$ cat config.mk
export PLATFORM = sky130hd
export DESIGN_NAME = reset_and_supply_supervisor
export DESIGN_NICKNAME = d
export VERILOG_FILES = /design/src/rsv_pkg.sv /design/src/reset_sync.sv /design/src/reset_and_supply_supervisor.sv
export SDC_FILE = /design/constraint.sdc
export NUM_CORES = 1
export LEC_CHECK = 0
export BUFFER_PORTS_ARGS = -buffer_cell sky130_fd_sc_hd__buf_2
export CORE_ASPECT_RATIO = 0.6
export CORE_MARGIN = 1.5
export CORE_UTILIZATION = 50
export DETAILED_ROUTE_END_ITERATION = 8
export PLACE_DENSITY = 0.9
export SLEW_MARGIN = 20
export SYNTH_ARGS = -nofsm -noshare
export SYNTH_HDL_FRONTEND = slang
export SYNTH_HIERARCHICAL = 1
export SYNTH_SLANG_ARGS = --single-unit
$ cat constraint.sdc
create_clock -name clk_in -period 1.2 [get_ports clk_in]
set_input_delay 0.12 -clock clk_in [delete_from_list [all_inputs] [get_ports clk_in]]
set_output_delay 0.12 -clock clk_in [all_outputs]
set_load 0.02 [all_outputs]
$ cat src/rsv_pkg.sv
// package: register map, field layout and timing constants for the supervisor
package rsv_pkg;

    // register word offsets (byte addresses, word aligned)
    localparam logic [3:0] REG_CONTROL = 4'h0;
    localparam logic [3:0] REG_MONCFG  = 4'h4;
    localparam logic [3:0] REG_STATUS  = 4'h8;
    localparam logic [3:0] REG_LIVE    = 4'hC;

    // control register fields
    localparam int CTL_SWRST_BIT   = 0;
    localparam int CTL_SWDIS_BIT   = 1;
    localparam int CTL_WDEN_BIT    = 2;
    localparam int CTL_AREGOFF_BIT = 3;

    // monitor configuration fields
    localparam int CFG_DLVL_LSB   = 0;
    localparam int CFG_ALVL_LSB   = 4;
    localparam int CFG_DLV_EN_BIT = 8;
    localparam int CFG_ALV_EN_BIT = 9;
    localparam int CFG_AHV_EN_BIT = 10;
    localparam int CFG_DLV_RST_BIT = 11;
    localparam int CFG_ALV_RST_BIT = 12;
    localparam int LVL_W           = 4;

    // status register fields (sticky, write one to clear)
    localparam int ST_POR_BIT  = 0;
    localparam int ST_WDT_BIT  = 1;
    localparam int ST_SW_BIT   = 2;
    localparam int ST_PRECISE_LOW_VOLTAGE_RESET_BIT = 3;
    localparam int ST_DLV_BIT  = 4;
    localparam int ST_ALV_BIT  = 5;
    localparam int ST_AHV_BIT  = 6;
    localparam int ST_W        = 7;

    // reset values
    localparam logic [31:0] CONTROL_RESET = 32'h0000_0000;
    localparam logic [12:0] MONCFG_RESET  = 13'h0000;

    // timing
    localparam int CLK_MHZ          = 100;
    localparam int POR_MIN_NS       = 150;
    localparam int POR_MIN_CYCLES   = (POR_MIN_NS * CLK_MHZ + 999) / 1000;
    localparam int HOLD_W           = 8;
    localparam int WAKE_CYCLES      = 4;

    // power modes from the power-mode controller
    typedef enum logic [1:0] {
        MODE_ACTIVE    = 2'b00,
        MODE_SLEEP     = 2'b01,
        MODE_HIBERNATE = 2'b10
    } power_mode_t;

    // monitor trip indications, treated as digital levels
    typedef struct packed {
        logic initial_power_on_reset_low;    // a supply below the rough power-on level
        logic precise_low_voltage_reset_dig;    // digital regulator out of range
        logic precise_low_voltage_reset_ana;    // analog regulator out of range
        logic dlv_below;   // digital supply below programmed level
        logic alv_below;   // analog supply below programmed level
        logic ahv_above;   // analog supply above fixed high level
    } monitor_t;

    // reset stretch sequencer states
    typedef enum logic [1:0] {
        SEQ_HOLD  = 2'b00,
        SEQ_RUN   = 2'b01,
        SEQ_WAKE  = 2'b10
    } seq_state_t;

    // decode a byte address into a register select
    function automatic logic is_reg(input logic [3:0] addr,
                                    input logic [3:0] reg_off);
        return addr == reg_off;
    endfunction : is_reg

endpackage : rsv_pkg

$ cat src/reset_sync.sv
// reset synchroniser: asynchronous assert, clean synchronous release
module reset_sync
    import rsv_pkg::*;
(
    input  wire logic clk_in,        // system clock
    input  wire logic async_req_in,  // any reset request, active high
    output logic      sync_rst_out   // released on a clock edge
);
    logic stage;

    // two stages so release never lands near an edge
    always_ff @(posedge clk_in or posedge async_req_in) begin
        if (async_req_in) begin
            stage        <= 1'b1;
            sync_rst_out <= 1'b1;
        end else begin
            stage        <= 1'b0;
            sync_rst_out <= stage;
        end
    end
endmodule : reset_sync

$ cat src/reset_and_supply_supervisor.sv
// reset and supply supervisor: gathers reset sources, issues device reset
// What this block does
// - reset when a supervised supply leaves range
// - monitors can interrupt before reset thresholds
// - external pin low holds reset, like power-on
// - unserviced watchdog causes reset
// - software reset bit resets like power-on
// - control bit blocks software reset
// - device reset covers processor and peripherals
// - status register records causes, power-on clears
// - power-on pulse min 150 ns, stretched
// - after boot precise monitor takes over
// - precise monitor trip acts like power-on
// - digital precise monitor cannot be disabled
// - precise monitor off in sleep, except buzz
// - high-voltage interrupt at fixed level
// - low-voltage trip levels programmable
// - low-voltage monitor may reset instead
// - monitors off until power-on done, buzz-only sleep
// - sleep interrupt waits for wakeup sequence
// - external reset works in sleep and hibernate
// - watchdog enable sticky until power-on
module reset_and_supply_supervisor
    import rsv_pkg::*;
(
    input  wire logic        clk_in,           // 100 MHz system clock
    input  wire logic        reset_in,         // power-on level, active high
    input  wire monitor_t    monitor_in,       // monitor comparator levels
    input  wire logic        external_reset_n, // external reset pin, low
    input  wire logic        watchdog_expired_in, // watchdog timeout level
    input  wire power_mode_t power_mode_in,    // current power mode
    input  wire logic        buzz_in,          // sleep buzz interval active
    input  wire logic        wake_done_in,     // wakeup sequence complete
    input  wire logic [3:0]  avs_address,      // avalon byte address
    input  wire logic        avs_read,         // avalon read strobe
    input  wire logic        avs_write,        // avalon write strobe
    input  wire logic [31:0] avs_writedata,    // avalon write data
    input  wire logic [3:0]  avs_byteenable,   // avalon byte enables
    output logic [31:0]      avs_readdata,     // avalon read data
    output logic             avs_waitrequest,  // avalon wait request
    output logic             device_reset_out, // reset to core, periph, regs
    output logic             monitor_irq_out,  // supply monitor interrupt
    output logic             wake_req_out,     // ask power control to wake
    output logic [LVL_W-1:0] dlv_level_out,    // digital trip level code
    output logic [LVL_W-1:0] alv_level_out,    // analog trip level code
    output logic             analog_reg_off_out, // analog regulator disable
    output logic             watchdog_en_out   // watchdog enable to timer
);
    logic             sw_reset_bit;
    logic             sw_disable;
    logic             wd_enable;
    logic             areg_off;
    logic [12:0]      moncfg;
    logic [ST_W-1:0]  status;
    logic [ST_W-1:0]  next_status;
    logic             boot_done;
    logic [HOLD_W-1:0] hold_cnt;
    seq_state_t       seq_state;
    logic             por_active;
    logic             precise_low_voltage_reset_trip;
    logic             monitors_live;
    logic             dlv_hit;
    logic             alv_hit;
    logic             ahv_hit;
    logic             dlv_rst;
    logic             alv_rst;
    logic             sw_fire;
    logic             any_req;
    logic             sys_rst;
    logic             irq_pend;
    logic             ack;
    logic             wr_hit;
    logic [2:0]       wake_cnt;

    // power-on sources: the rough monitor and the reset pin of this logic
    assign por_active = reset_in | monitor_in.initial_power_on_reset_low;

    // precise monitor: digital half always on, analog half follows regulator,
    // both only sampled when the regulators are awake or buzzed
    always_comb begin
        monitors_live = boot_done &&
                        (power_mode_in == MODE_ACTIVE ||
                         (power_mode_in == MODE_SLEEP && buzz_in));
        precise_low_voltage_reset_trip = 1'b0;
        if (boot_done && (power_mode_in == MODE_ACTIVE ||
            (power_mode_in == MODE_SLEEP && buzz_in))) begin
            precise_low_voltage_reset_trip = monitor_in.precise_low_voltage_reset_dig
                      | (monitor_in.precise_low_voltage_reset_ana & ~areg_off);
        end
    end

    // low and high supply comparators, gated until power-on finishes
    assign dlv_hit = monitors_live & moncfg[CFG_DLV_EN_BIT]
                   & monitor_in.dlv_below;
    assign alv_hit = monitors_live & moncfg[CFG_ALV_EN_BIT]
                   & monitor_in.alv_below;
    assign ahv_hit = monitors_live & moncfg[CFG_AHV_EN_BIT]
                   & monitor_in.ahv_above;
    assign dlv_rst = dlv_hit & moncfg[CFG_DLV_RST_BIT];
    assign alv_rst = alv_hit & moncfg[CFG_ALV_RST_BIT];

    // software reset fires only when not blocked
    assign sw_fire = sw_reset_bit & ~sw_disable;

    // every source joins here; a pin low works in any power mode
    assign any_req = por_active
                   | precise_low_voltage_reset_trip
                   | ~external_reset_n
                   | (watchdog_expired_in & wd_enable)
                   | sw_fire
                   | dlv_rst | alv_rst;

    // asynchronous assert, synchronous release
    reset_sync u_sync (
        .clk_in       (clk_in),
        .async_req_in (any_req),
        .sync_rst_out (sys_rst)
    );

    // stretch: hold reset at least the power-on minimum after release
    always_ff @(posedge clk_in) begin
        if (sys_rst) begin
            seq_state <= SEQ_HOLD;
            hold_cnt  <= HOLD_W'(POR_MIN_CYCLES);
        end else begin
            case (seq_state)
                SEQ_HOLD: begin
                    if (hold_cnt <= HOLD_W'(1)) begin
                        seq_state <= SEQ_RUN;
                    end else begin
                        hold_cnt <= hold_cnt - HOLD_W'(1);
                    end
                end
                SEQ_RUN:  seq_state <= SEQ_RUN;
                default:  seq_state <= SEQ_HOLD;
            endcase
        end
    end

    // one reset for core, peripherals and every register here but status, watchdog enable, boot flag, stretch sequencer and bus logic
    assign device_reset_out = sys_rst | (seq_state != SEQ_RUN);

    // boot completes when the stretch ends; precise monitor and comparators go live then
    always_ff @(posedge clk_in) begin
        if (por_active) begin
            boot_done <= 1'b0;
        end else if (seq_state == SEQ_RUN) begin
            boot_done <= 1'b1;
        end
    end

    // bus answers in one cycle: waitrequest high on the request cycle
    always_ff @(posedge clk_in) begin
        if (reset_in) begin
            ack <= 1'b0;
        end else begin
            ack <= (avs_read | avs_write) & ~ack;
        end
    end
    assign avs_waitrequest = (avs_read | avs_write) & ~ack;
    assign wr_hit          = avs_write & ack;

    // control bits other than watchdog enable cleared by any device reset; the self-clearing reset bit
    // would otherwise loop forever
    always_ff @(posedge clk_in) begin
        if (device_reset_out) begin
            sw_reset_bit <= 1'b0;
            sw_disable   <= CONTROL_RESET[CTL_SWDIS_BIT];
            areg_off     <= CONTROL_RESET[CTL_AREGOFF_BIT];
        end else if (wr_hit && is_reg(avs_address, REG_CONTROL) &&
                     avs_byteenable[0]) begin
            sw_reset_bit <= avs_writedata[CTL_SWRST_BIT];
            sw_disable   <= avs_writedata[CTL_SWDIS_BIT];
            areg_off     <= avs_writedata[CTL_AREGOFF_BIT];
        end
    end

    // watchdog enable: set only, survives all but a power-on reset
    always_ff @(posedge clk_in) begin
        if (por_active) begin
            wd_enable <= 1'b0;
        end else if (wr_hit && is_reg(avs_address, REG_CONTROL) &&
                     avs_byteenable[0] && avs_writedata[CTL_WDEN_BIT]) begin
            wd_enable <= 1'b1;
        end
    end

    // monitor configuration
    always_ff @(posedge clk_in) begin
        if (device_reset_out) begin
            moncfg <= MONCFG_RESET;
        end else if (wr_hit && is_reg(avs_address, REG_MONCFG)) begin
            if (avs_byteenable[0]) begin
                moncfg[7:0] <= avs_writedata[7:0];
            end
            if (avs_byteenable[1]) begin
                moncfg[12:8] <= avs_writedata[12:8];
            end
        end
    end

    // status: sticky, set wins over write-one-to-clear
    always_comb begin
        next_status = status;
        if (wr_hit && is_reg(avs_address, REG_STATUS) && avs_byteenable[0]) begin
            next_status = status & ~avs_writedata[ST_W-1:0];
        end
        if (watchdog_expired_in && wd_enable) begin
            next_status[ST_WDT_BIT] = 1'b1;
        end
        if (sw_fire) begin
            next_status[ST_SW_BIT] = 1'b1;
        end
        if (precise_low_voltage_reset_trip) begin
            next_status[ST_PRECISE_LOW_VOLTAGE_RESET_BIT] = 1'b1;
        end
        if (dlv_hit) begin
            next_status[ST_DLV_BIT] = 1'b1;
        end
        if (alv_hit) begin
            next_status[ST_ALV_BIT] = 1'b1;
        end
        if (ahv_hit) begin
            next_status[ST_AHV_BIT] = 1'b1;
        end
    end

    // of the resets only power-on clears it, so causes survive the reset they made
    always_ff @(posedge clk_in) begin
        if (por_active) begin
            status <= '0;
            status[ST_POR_BIT] <= 1'b1;
        end else begin
            status <= next_status;
        end
    end

    // interrupt pending from non-reset monitor hits
    assign irq_pend = (status[ST_DLV_BIT] & ~moncfg[CFG_DLV_RST_BIT])
                    | (status[ST_ALV_BIT] & ~moncfg[CFG_ALV_RST_BIT])
                    | status[ST_AHV_BIT];

    // in sleep, ask for wake first and present the interrupt after it
    always_ff @(posedge clk_in) begin
        if (device_reset_out) begin
            wake_cnt <= 3'h0;
        end else if (!irq_pend || power_mode_in == MODE_SLEEP) begin
            wake_cnt <= 3'h0;
        end else if (wake_done_in && wake_cnt < 3'(WAKE_CYCLES)) begin
            wake_cnt <= wake_cnt + 3'h1;
        end
    end

    always_ff @(posedge clk_in) begin
        if (device_reset_out) begin
            monitor_irq_out <= 1'b0;
            wake_req_out    <= 1'b0;
        end else begin
            wake_req_out    <= irq_pend & (power_mode_in != MODE_ACTIVE);
            // the wake count makes the interrupt trail a finished wakeup
            monitor_irq_out <= irq_pend &&
                               power_mode_in == MODE_ACTIVE &&
                               wake_done_in &&
                               wake_cnt == 3'(WAKE_CYCLES);
        end
    end

    // read mux, registered
    always_ff @(posedge clk_in) begin
        if (reset_in) begin
            avs_readdata <= 32'h0000_0000;
        end else if (avs_read && !ack) begin
            case (avs_address)
                REG_CONTROL: avs_readdata <= {28'h0000000, areg_off,
                                              wd_enable, sw_disable,
                                              sw_reset_bit};
                REG_MONCFG:  avs_readdata <= {19'h00000, moncfg};
                REG_STATUS:  avs_readdata <= {25'h0000000, status};
                REG_LIVE:    avs_readdata <= {26'h0000000,
                                              boot_done, precise_low_voltage_reset_trip,
                                              ahv_hit, alv_hit,
                                              dlv_hit, irq_pend};
                default:     avs_readdata <= 32'h0000_0000;
            endcase
        end
    end

    assign dlv_level_out      = moncfg[CFG_DLVL_LSB +: LVL_W];
    assign alv_level_out      = moncfg[CFG_ALVL_LSB +: LVL_W];
    assign analog_reg_off_out = areg_off;
    assign watchdog_en_out    = wd_enable;

endmodule : reset_and_supply_supervisor

=== Word level (Yosys, flattened, before mapping) ===
Cells that the tools add are included.
W data, S select, Z words.

* Input port bits: 56
* Output and inout port bits: 46
* Word-level logic and storage cells: 115
* Register bits after elaboration: 75

* Bitwise gates (word level): 37
* $add $sub $neg: 2
* Muxes and demuxes: 11
* Eq/ne operators: 8
* $lt $le $gt $ge: 2
* Reductions and logical operators: 32

{| class="wikitable"
|+ Operator list
! cell !! count
|-
| $pmux W13 S4 || 1
|-
| $and A1 B1 Y1 || 16
|-
| $logic_and A1 B1 Y1 || 14
|-
| $reduce_bool A2 Y1 || 7
|-
| $or A1 B1 Y1 || 12
|-
| $eq A4 B4 Y1 const B || 2
|-
| $le A8 B1 Y1 const B || 1
|-
| $sub A8 B1 Y8 const B || 1
|-
| $and A7 B7 Y7 || 1
|-
| $mux W1 || 7
|-
| $mux W7 || 1
|-
| $not A1 Y1 || 7
|-
| $not A7 Y7 || 1
|-
| $reduce_and A2 Y1 || 3
|-
| $eq A2 B1 Y1 const B || 2
|-
| $eq A4 B3 Y1 const B || 1
|-
| $logic_not A2 Y1 || 2
|-
| $logic_not A4 Y1 || 1
|-
| $pmux W2 S2 || 1
|-
| $add A3 B1 Y3 const B || 1
|-
| $eq A3 B3 Y1 const B || 1
|-
| $lt A3 B3 Y1 const B || 1
|-
| $logic_not A1 Y1 || 2
|-
| $logic_or A1 B1 Y1 || 2
|-
| 4 further kinds || 4
|}

=== Logic depth before layout (Yosys ltp) ===
Gate-level depths: netlist of run 1.

* Depth in word-level cells: 11
* Gate-level depth with buffers: 6
* Mapped depth without buffers: 5

=== Modules after synthesis ===
The synthesis of run 1 kept the hierarchy.

{| class="wikitable"
|+ Modules (own cells, without submodules)
! module !! instances !! cells each !! area an instance (um^2)
|-
| reset_and_supply_supervisor || 1 || 331 || 2,803.9
|-
| reset_sync || 1 || 4 || 60.1
|}

=== Worst setup path before layout of run 1 ===
OpenSTA, ideal clock, no wires.

* Kind: register to register
* Start point: register hold_cnt[0]
* End point: register hold_cnt[6]
* Arrival: 1,665 ps
* Buffers on the path: 0
* Path slack: -588 ps
* Cell stages (with the launch flop): 6
* Clock period less this slack: 1,788 ps
* Cells stage by stage: dfxtp_1 -> inv_1 -> ha_1 -> or2_2 -> a2111oi_2 -> mux2_1

* Word-level cells in the longest chain between the ends: 3
* Elaborated cells between the ends (all ways): 4
* Those cells by class: 1 x add/sub; 1 x order compare; 1 x bitwise; 1 x reduce/logical

{| class="wikitable"
|+ Ends and longest elaborated chain
! what !! RTL line !! text
|-
| start, declared || reset_and_supply_supervisor.sv:57 || <nowiki>logic [HOLD_W-1:0] hold_cnt;</nowiki>
|-
| start signal, assigned || reset_and_supply_supervisor.sv:124 || <nowiki>hold_cnt <= HOLD_W'(POR_MIN_CYCLES);</nowiki>
|-
| start signal, assigned || reset_and_supply_supervisor.sv:131 || <nowiki>hold_cnt <= hold_cnt - HOLD_W'(1);</nowiki>
|-
| $le A8 B1 Y1 || reset_and_supply_supervisor.sv:128 || <nowiki>if (hold_cnt <= HOLD_W'(1)) begin</nowiki>
|-
| $not A1 Y1 (no source line) || -- ||
|-
| $reduce_and A2 Y1 (no source line) || -- ||
|}

Parallel ways exist; a longest one is shown, timed or not.
A chain may end at the register's enable or synchronous reset.

=== Final worst setup path of run 1 ===
Ends and elaborated chain as after synthesis.

==> results of run 1 <==
logic make-up (layout without fill, tap and decap cells):
logic type      Yosys count  count (layout)  synth area share, %
compound gates           82              82                18.70
xor+xnor                  1               1               0.3059
fa+ha+maj                 4               4                1.748
buf+inv                  56             136                11.40
flops                    55              55                38.88
mux                      10              10                3.757
other cells               2              20               0.2622
simple gates            125             126                24.95
path summary, 6_finish.rpt:
kind	from	end	slack [ns]
hold reg to reg	u_sync/stage	u_sync/sync_rst_out	0.34
min in group asynchronous	external_reset_n	u_sync/sync_rst_out	0.12
setup reg to reg	hold_cnt[0]	hold_cnt[6]	-0.41
hold / removal	power_mode_in[0]	wake_req_out	0.05
setup / recovery	hold_cnt[0]	hold_cnt[6]	-0.41
max in group asynchronous	watchdog_en_out	u_sync/stage	0.28
what timing repair did:
action,in CTS,in global routing
resized for setup,18,46
pin swaps,6,8
setup buffers,3,12
cloned,0,1
hold buffers,0,0
endpoints found under the setup margin,41,18
endpoints found under the hold margin,0,0
cell type report:
class / instances / area [um^2]
clock buffer: 7 / 96.34
sequential: 55 / 1126
clock inverter: 1 / 7.507
timing repair buffer: 116 / 780.7
multi-input combinational: 243 / 1739
inverter: 12 / 47.55
fill: 396 / 1647
tap: 80 / 100.1
state kept, by name, indices dropped and copies added, names as in the netlist:
| signal | count |
|---|---|
| avs_readdata | 13 |
| moncfg | 13 |
| hold_cnt | 8 |
| status | 7 |
| wake_cnt | 3 |
| ack | 1 |
| analog_reg_off_out | 1 |
| boot_done | 1 |
| monitor_irq_out | 1 |
| seq_state | 1 |
| sw_disable | 1 |
| sw_reset_bit | 1 |
| u_sync/stage | 1 |
| u_sync/sync_rst_out | 1 |
| wake_req_out | 1 |
| watchdog_en_out | 1 |
metrics by stage:
stage / util [%] / TNS [ns] / setup WS (ns) / total power [uW] / hold WS (ns)
final: 70.30 / -3.344 / -0.4134 / 3542 / 0.04589
after global routing: 70.30 / -4.171 / -0.4716 / 3665 / 0.04329
after CTS: 65.52 / -2.303 / -0.3812 / 3449 / 0.01456
after detailed placement: 62.02 / -4.691 / -0.3762 / 2322 / 0.3491
after global placement: 62.02 / -3.447 / -0.3518 / 2305 / 0.3464
after floorplan: - / -2.407 / -0.3392 / 2181 / 0.2212
power breakdown:
part / internal (uW) / total [uW] / leakage [uW] / switching (uW)
Sequential: 1840 / 1860 / 0.000450 / 17.6
Clock: 527 / 1160 / 0.0000505 / 632
Combinational: 209 / 525 / 0.00109 / 316
Total: 2580 / 3540 / 0.00159 / 965
critical path, stage by stage, from the launching register on:
cell and delay (ns):
dfxtp_4 0.39, inv_4 0.04, ha_4 0.15, or2_4 0.27, a2111oi_4 0.34, mux2_4 0.33
per-layer routing:
layer  vias to the layer above  wire length, um  part of all wire [%]  GRT usage [%]
met5                         -                0                     0              0
met4                         0              395                   4.0          10.46
met3                        48             1267                    13          10.67
met2                       253             4221                    43          40.25
met1                      1470             3899                    40          37.53
li1                       1365                -                     -              -
cell usage in the layout, fill, tap and decap left out, types with 3 or more instances in the layout:
| cell | count |
|---|---|
| and2_1 | 3 |
| a21oi_2 | 8 |
| o21ai_1 | 10 |
| o21ai_0 | 5 |
| nand4_1 | 10 |
| buf_2 | 59 |
| dfxtp_1 | 49 |
| mux2_2 | 4 |
| or2_2 | 3 |
| nor2_1 | 23 |
| nand2_1 | 12 |
| a22oi_1 | 3 |
| nor3_1 | 3 |
| a31oi_1 | 4 |
| clkbuf_8 | 7 |
| nor2b_1 | 12 |
| conb_1 | 20 |
| mux2i_1 | 4 |
| a311oi_1 | 6 |
| a21oi_1 | 19 |
| nand2b_1 | 4 |
| buf_6 | 8 |
| nand3_1 | 26 |
| o31ai_1 | 6 |
| o211ai_1 | 3 |
| buf_4 | 46 |
| a221oi_2 | 4 |
| and3b_1 | 8 |
| inv_1 | 9 |
| dfxtp_4 | 3 |
| a211o_1 | 3 |
==> qor.yml, run 1 <==
synth:
  synth_most_common_cell: "dfxtp_1"
  netlist.area_leader.share_pct: 37.05
  synthTopCellsByArea: "dfxtp_1, buf_4, a21oi_1"
  ys_ff_latch: 55
  syn-cell-area_um2: 2864
  ys_top_cells_by_count: "dfxtp_1, buf_4, a21oi_1, nand3_1, nor2_1"
  ys.warnings.count: 6
  synth-edff-count: 0
  synth_cells: 335
  async_flop_share_pct: 3.636
  yosysTopAreaCell: "dfxtp_1"
  postSynthAreaPerCell_um2: 8.549
  synth.distinct_cells: 52
  yosysSeqAreaShare_pct: 38.88
  synthFlopType: "dfxtp_1"
worst_setup_path:
  cp-end-kind: "register"
  required_ns: 1.42
  path_class: "reg2reg"
  startpoint_type: "register"
  worstPathArrival_ns: 1.84
  r2r_cells: 5
  crit_fanout: 4
placement:
  dp_cells: 494
  gp_congestion: 0.9545
  place_area_um2: 3438
  dp_hpwl_mm: 6.331
  portBuffers: 61
global_routing:
  antenna_found_initial: 0
  grt_pass1_vias: 2545
  grt_pass1_wl_mm: 12.75
  gr-total-overflow: 0
  grt_use_total_pct: 27.69
  grt_max_degree: 18
floorplan:
  rows: 21
  die_x_um: 100.7
  die_height_um: 61.63
  core_um2: 5544
  dieArea_um2: 6206
  ios: 102
  start_util_pct: 51.66
cts:
  clk_pin_slew_ns: 0.11
  clkLatencyLatePin_ns: 0.32
  cts_sinks: 55
  htree_levels: 2
  numCtsBuffers: 5
  max-clock-path-buffers: 2
  tritoncts: "yes"
  clock-root-buffer: "clkbuf_8"
drt:
  drtAntennaViolNets: 0
  wire_per_inst_um: 19.03
  avgViaCountPerCell: 6.101
  drtIter0Drc: 354
  num_vias: 3136
  drc: 0
  routed_wirelength_mm: 9.783
  dr.pass1.iters: 5
sta:
  final_hold_viol_count: 0
  finalSetupViolCount: 18
  setup_ws_ns: -0.4134
  post-route-period-util_pct: 134.4
  rsz0062_at_grt: "yes"
  fin_skew_ns: 0.01921
  fin_crit_ns: 1.613
  report.final.slew_viol_count: 0
  max_freq_ghz: 0.6198
worst_hold_path:
  hold_path.class: "in2reg"
  whs_path_depth: 3
flow_run:
  maxCapViolations: 0
power_and_ir_drop:
  worst_ir_drop_vdd_v: 0.0004503
  p_leak_uw: 0.001586
  p_per_area_nw_per_um2: 908.8
final_layout:
  drive_gt1_share_pct: 41.94
  final_nets: 493
  fin_area_um2: 3897
  syn2layout_area_growth_pct: 36.09
  stdcell_count: 514
  num_antenna_cells: 0
outcome:
  status: "finished, violations left"
  violations: "setup timing"
No activity file was read; power rests on OpenSTA's default activity.
==> run 2, diff against run 1 <==
- RECOVER_POWER: unset -> 100
- SETUP_SLACK_MARGIN: unset -> 0.02
==> qor.yml, run 2 (synthesis gave the netlist of run 1 again) <==
worst_setup_path:
  critPathMostFrequentCell: "buf_6"
  crit_fanout: 4
  critPathMaxStageDelay_ns: 0.40
  startpoint_type: "register"
  r2r-end: "hold_cnt[3]"
  cp-end-kind: "register"
  cp_cell_sequence: "inv_4 > ha_4 > or2_4 > buf_6 > buf_6 > a311oi_2 > a211o_1"
  required_ns: 1.47
  worstPathArrival_ns: 1.89
  path_class: "reg2reg"
  r2r_cells: 7
  worst-path-buf-inv: 3
  cpLargestDelayFamily: "compound AO/OA/AOI/OAI gates"
  rr_startpoint: "hold_cnt[0]"
  slowest_stage: "dfxtp_4"
  cp_num_cells: 7
  regToRegSetupSlack_ns: -0.42
outcome:
  violations: "setup timing"
  status: "finished, violations left"
drt:
  dr.pass1.iters: 5
  drtAntennaViolNets: 0
  avgViaCountPerCell: 6.094
  routed_wirelength_mm: 10.17
  wire_per_inst_um: 19.55
  drtIter0Drc: 530
  num_vias: 3169
  drc: 0
floorplan:
  core_um2: 5544
  ios: 102
  die_height_um: 61.63
  rows: 21
  start_util_pct: 51.66
  die_x_um: 100.7
  dieArea_um2: 6206
sta:
  tightest_slew_ns: 0.5150
  finalSetupViolCount: 46
  report.final.slew_viol_count: 0
  post-route-period-util_pct: 135.4
  final_hold_viol_count: 0
  rsz0062_at_grt: "yes"
  relSlewSlack_pct: 65.40
  setup_ws_ns: -0.4246
  fin_skew_ns: 0.01439
  max_freq_ghz: 0.6155
  fin_crit_ns: 1.625
global_routing:
  grt_pass1_vias: 2618
  grt_max_degree: 17
  gr-total-overflow: 0
  grt_use_met2_pct: 41.22
  grt_use_total_pct: 27.45
  grt_busiest_layer: "met2"
  grt_pass1_wl_mm: 12.86
  met1_usage_pct: 37.43
  antenna_found_initial: 0
  use_met3_pct: 7.946
power_and_ir_drop:
  p_leak_uw: 0.001592
  worst_ir_drop_vdd_v: 0.0006303
  p_per_area_nw_per_um2: 878.7
  finalPower_uw: 3495
placement:
  portBuffers: 61
  dp_cells: 501
  place_area_um2: 3515
  dp_hpwl_mm: 6.192
  gp_congestion: 0.9014
  pre_cts_ws_ns: -0.3789
cts:
  clkLatencyLatePin_ns: 0.33
  clk_pin_slew_ns: 0.11
  clock-root-buffer: "clkbuf_8"
  htree_levels: 2
  numCtsBuffers: 5
  cts_sinks: 55
  max-clock-path-buffers: 2
  tritoncts: "yes"
final_layout:
  final_cell_mix: "buf_2, buf_4, dfxtp_1"
  layout_commonest_cell: "buf_2"
  final_nets: 499
  utilization_pct: 71.74
  num_antenna_cells: 0
  largest_registers: "avs_readdata: 13 flops, moncfg: 13 flops, hold_cnt: 8 flops"
  drive_gt1_share_pct: 43.64
  stdcell_count: 520
  syn2layout_area_growth_pct: 38.88
  fin_area_um2: 3978
flow_run:
  maxCapViolations: 0
worst_hold_path:
  hold_path.class: "in2reg"
  min_to: "status[0]"
  hold_start: "avs_writedata[0]"
  whs_path_depth: 2
[run 2: cell types whose count changed in the layout (fill, tap and decap cells not counted), sizes merged]
| cell | delta |
|---|---|
| buf | +5 |
| inv | -1 |
| clkinv | +2 |
[run 2: worst max-delay path by stage]
stage                      from          end
floorplan           hold_cnt[1]  hold_cnt[6]
global placement    hold_cnt[0]  hold_cnt[6]
detailed placement  hold_cnt[0]  hold_cnt[6]
CTS                 hold_cnt[0]  hold_cnt[6]
global route        hold_cnt[0]  hold_cnt[5]
finish              hold_cnt[0]  hold_cnt[3]
[run 2: timing repair]
| item | 4_1_cts | 5_1_grt |
|---|---|---|
| endpoints found under the setup margin | 51 | 30 |
| gates resized for setup | 28 | 35 |
| buffers inserted | 2 | 8 |
| endpoints found under the hold margin | 0 | 0 |
| cloned | 0 | 2 |
| hold buffers | 0 | 0 |
| pin swaps | 7 | 16 |
[run 2: per-stage QoR]
| step | hold slack (ns) | setup TNS (ns) |
|---|---|---|
| final | 0.03023 | -6.825 |
| after global routing | 0.03962 | -8.635 |
| after CTS | 0.02202 | -2.625 |
| after detailed placement | 0.3536 | -4.891 |
| after global placement | 0.3463 | -3.539 |
| after floorplan | 0.2212 | -2.407 |
[run 2: power by group]
part	leakage (uW)	total (uW)	switching (uW)	internal (uW)
Sequential	0.000449	1870	23.8	1840
Combinational	0.00110	552	330	222
Clock	0.0000412	1080	666	411
Total	0.00159	3500	1020	2470
[run 2: worst reg2reg max path: cells and delay by family, from the launching register on]
family	cells	cell delay [ns]
adders and majority gates	1	0.15
DFF	1	0.40
buffers and inverters	3	0.30
AOI/OAI and AO/OA	2	0.47
and+or+nand+nor	1	0.26
[run 2: metal layers]
layer	vias up	routed length (um)
met1	1465	3962
met2	276	4406
met4	0	446
met3	56	1352
li1	1372	-
met5	-	0
[run 2: final cells by class]
type                    count  area, um^2
flip-flops and latches     55        1122
repair buffers            122       832.0
multi-input cells         243        1787
clock buffers               6       72.57
clock inverters             2       12.51
inverters                  12       51.30
well taps                  80       100.1
fillers                   364        1567
==> run 3, diff against run 2 <==
- BUFFER_PORTS_ARGS: -buffer_cell sky130_fd_sc_hd__buf_2 -> unset
- DONT_BUFFER_PORTS: unset -> 1
- PLACE_DENSITY: 0.9 -> unset
- PLACE_DENSITY_LB_ADDON: unset -> 0.12
==> qor.yml, run 3 (synthesis gave the netlist of run 1 again) <==
global_routing:
  grt_use_total_pct: 26.37
  gr-total-overflow: 0
  antenna_found_initial: 1
  grt_pass1_vias: 2297
  grt_pass1_wl_mm: 12.24
  grt_max_degree: 20
cts:
  clkLatencyLatePin_ns: 0.32
  clock-root-buffer: "clkbuf_8"
  max-clock-path-buffers: 2
  numCtsBuffers: 5
  tritoncts: "yes"
  cts_sinks: 55
  clk_pin_slew_ns: 0.10
  htree_levels: 2
sta:
  rsz0062_at_grt: "yes"
  finalSetupViolCount: 32
  fin_skew_ns: 0.01221
  post-route-period-util_pct: 133.2
  final_hold_viol_count: 0
  setup_ws_ns: -0.3987
  report.final.slew_viol_count: 0
  fin_crit_ns: 1.599
  max_freq_ghz: 0.6255
  hold_ws_ns: 0.007821
floorplan:
  rows: 21
  ios: 102
  start_util_pct: 51.66
  core_um2: 5544
  die_x_um: 100.7
  die_height_um: 61.63
  dieArea_um2: 6206
final_layout:
  syn2layout_area_growth_pct: 31.85
  final_nets: 456
  drive_gt1_share_pct: 28.46
  layout_commonest_cell: "dfxtp_1"
  largest_registers: "avs_readdata: 13 flops, moncfg: 13 flops, hold_cnt: 8 flops"
  fin_area_um2: 3776
  final_cell_mix: "dfxtp_1, buf_4, nand3_1"
power_and_ir_drop:
  p_per_area_nw_per_um2: 948.9
  p_clk_share_pct: 36.4
  p_int_uw: 2698
  finalPower_uw: 3583
  p_comb_share_pct: 11.7
  p_leak_uw: 0.001356
  seqPwrFrac_pct: 51.9
  worst_ir_drop_vdd_v: 0.0005850
  switching_share_pct: 24.70
  p_switching_uw: 885.0
worst_hold_path:
  hold_start: "reset_in"
  hold_path.class: "in2reg"
worst_setup_path:
  rr_startpoint: "hold_cnt[0]"
  crit_fanout: 4
  crit_start: "hold_cnt[0]"
  critPathMaxStageDelay_ns: 0.40
  slowest_stage: "dfxtp_4"
  required_ns: 1.40
  startpoint_type: "register"
  cp_cell_sequence: "inv_4 > ha_4 > or2_4 > a2111oi_4 > mux2_4"
  path_class: "reg2reg"
  cp-end-kind: "register"
  worst-path-buf-inv: 1
  cpLargestDelayFamily: "flip-flops"
  worstPathArrival_ns: 1.80
placement:
  dp_hpwl_mm: 5.734
  portBuffers: 0
  gp_congestion: 0.8569
  place_area_um2: 3214
drt:
  drc: 0
  num_vias: 2643
  drtIter0Drc: 168
  routed_wirelength_mm: 8.096
  dr.pass1.iters: 6
  drtAntennaViolNets: 0
  wire_per_inst_um: 16.94
  avgViaCountPerCell: 5.529
outcome:
  violations: "setup timing"
  status: "finished, violations left"
flow_run:
  maxCapViolations: 0
run 3: area by class of cell:
class                      instances  area, um^2
inverter                          12       47.55
clock buffer                       6       82.58
sequential                        55        1119
timing repair buffer              80       670.6
fill                             471        1768
clock inverter                     2       35.03
tap                               80       100.1
multi-input combinational        242        1719
antenna                            1       2.502
run 3: per-stage QoR:
step | setup slack (ns) | setup TNS, ns | util (%) | instances
after floorplan | -0.3392 | -2.407 | - | 353
after global placement | -0.3688 | -2.084 | 57.98 | 439
after detailed placement | -0.4047 | -2.453 | 57.98 | 439
after CTS | -0.3996 | -2.396 | 64.77 | 468
after global routing | -0.4482 | -6.339 | 68.11 | 478
final | -0.3987 | -3.064 | 68.11 | 478
run 3: worst paths after layout:
path,endpoint,slack (ns),cells after the start
setup / recovery,hold_cnt[6],-0.40,5
min in group asynchronous,u_sync/sync_rst_out,0.04,5
hold / removal,status[0],0.008,2
hold reg to reg,u_sync/sync_rst_out,0.36,0
setup reg to reg,hold_cnt[6],-0.40,5
max in group asynchronous,u_sync/stage,0.26,5
run 3: repair_timing:
item | CTS | global route
gates resized for setup | 16 | 43
buffers inserted | 3 | 9
hold buffers | 18 | 0
gates cloned | 0 | 0
setup endpoints to repair | 49 | 43
pin swaps | 7 | 5
hold endpoints to repair | 34 | 0
run 3: power by group through the flow:
stage                     registers, uW  logic, uW  clock network, uW
after floorplan                    1900        284                  0
after global placement             1900        298                  0
after detailed placement           1900        299                  0
after CTS                          1860        392               1300
after global routing               1860        447               1380
final                              1860        419               1300
run 3: layer usage:
layer | track usage (%) | wire length, um | up-vias | share of wire [%]
li1 | - | - | 1286 | -
met2 | 33.78 | 3053 | 116 | 38
met5 | 0 | 0 | - | 0
met1 | 42.10 | 4149 | 1237 | 51
met4 | 5.433 | 46 | 0 | 0.57
met3 | 7.491 | 846 | 4 | 10
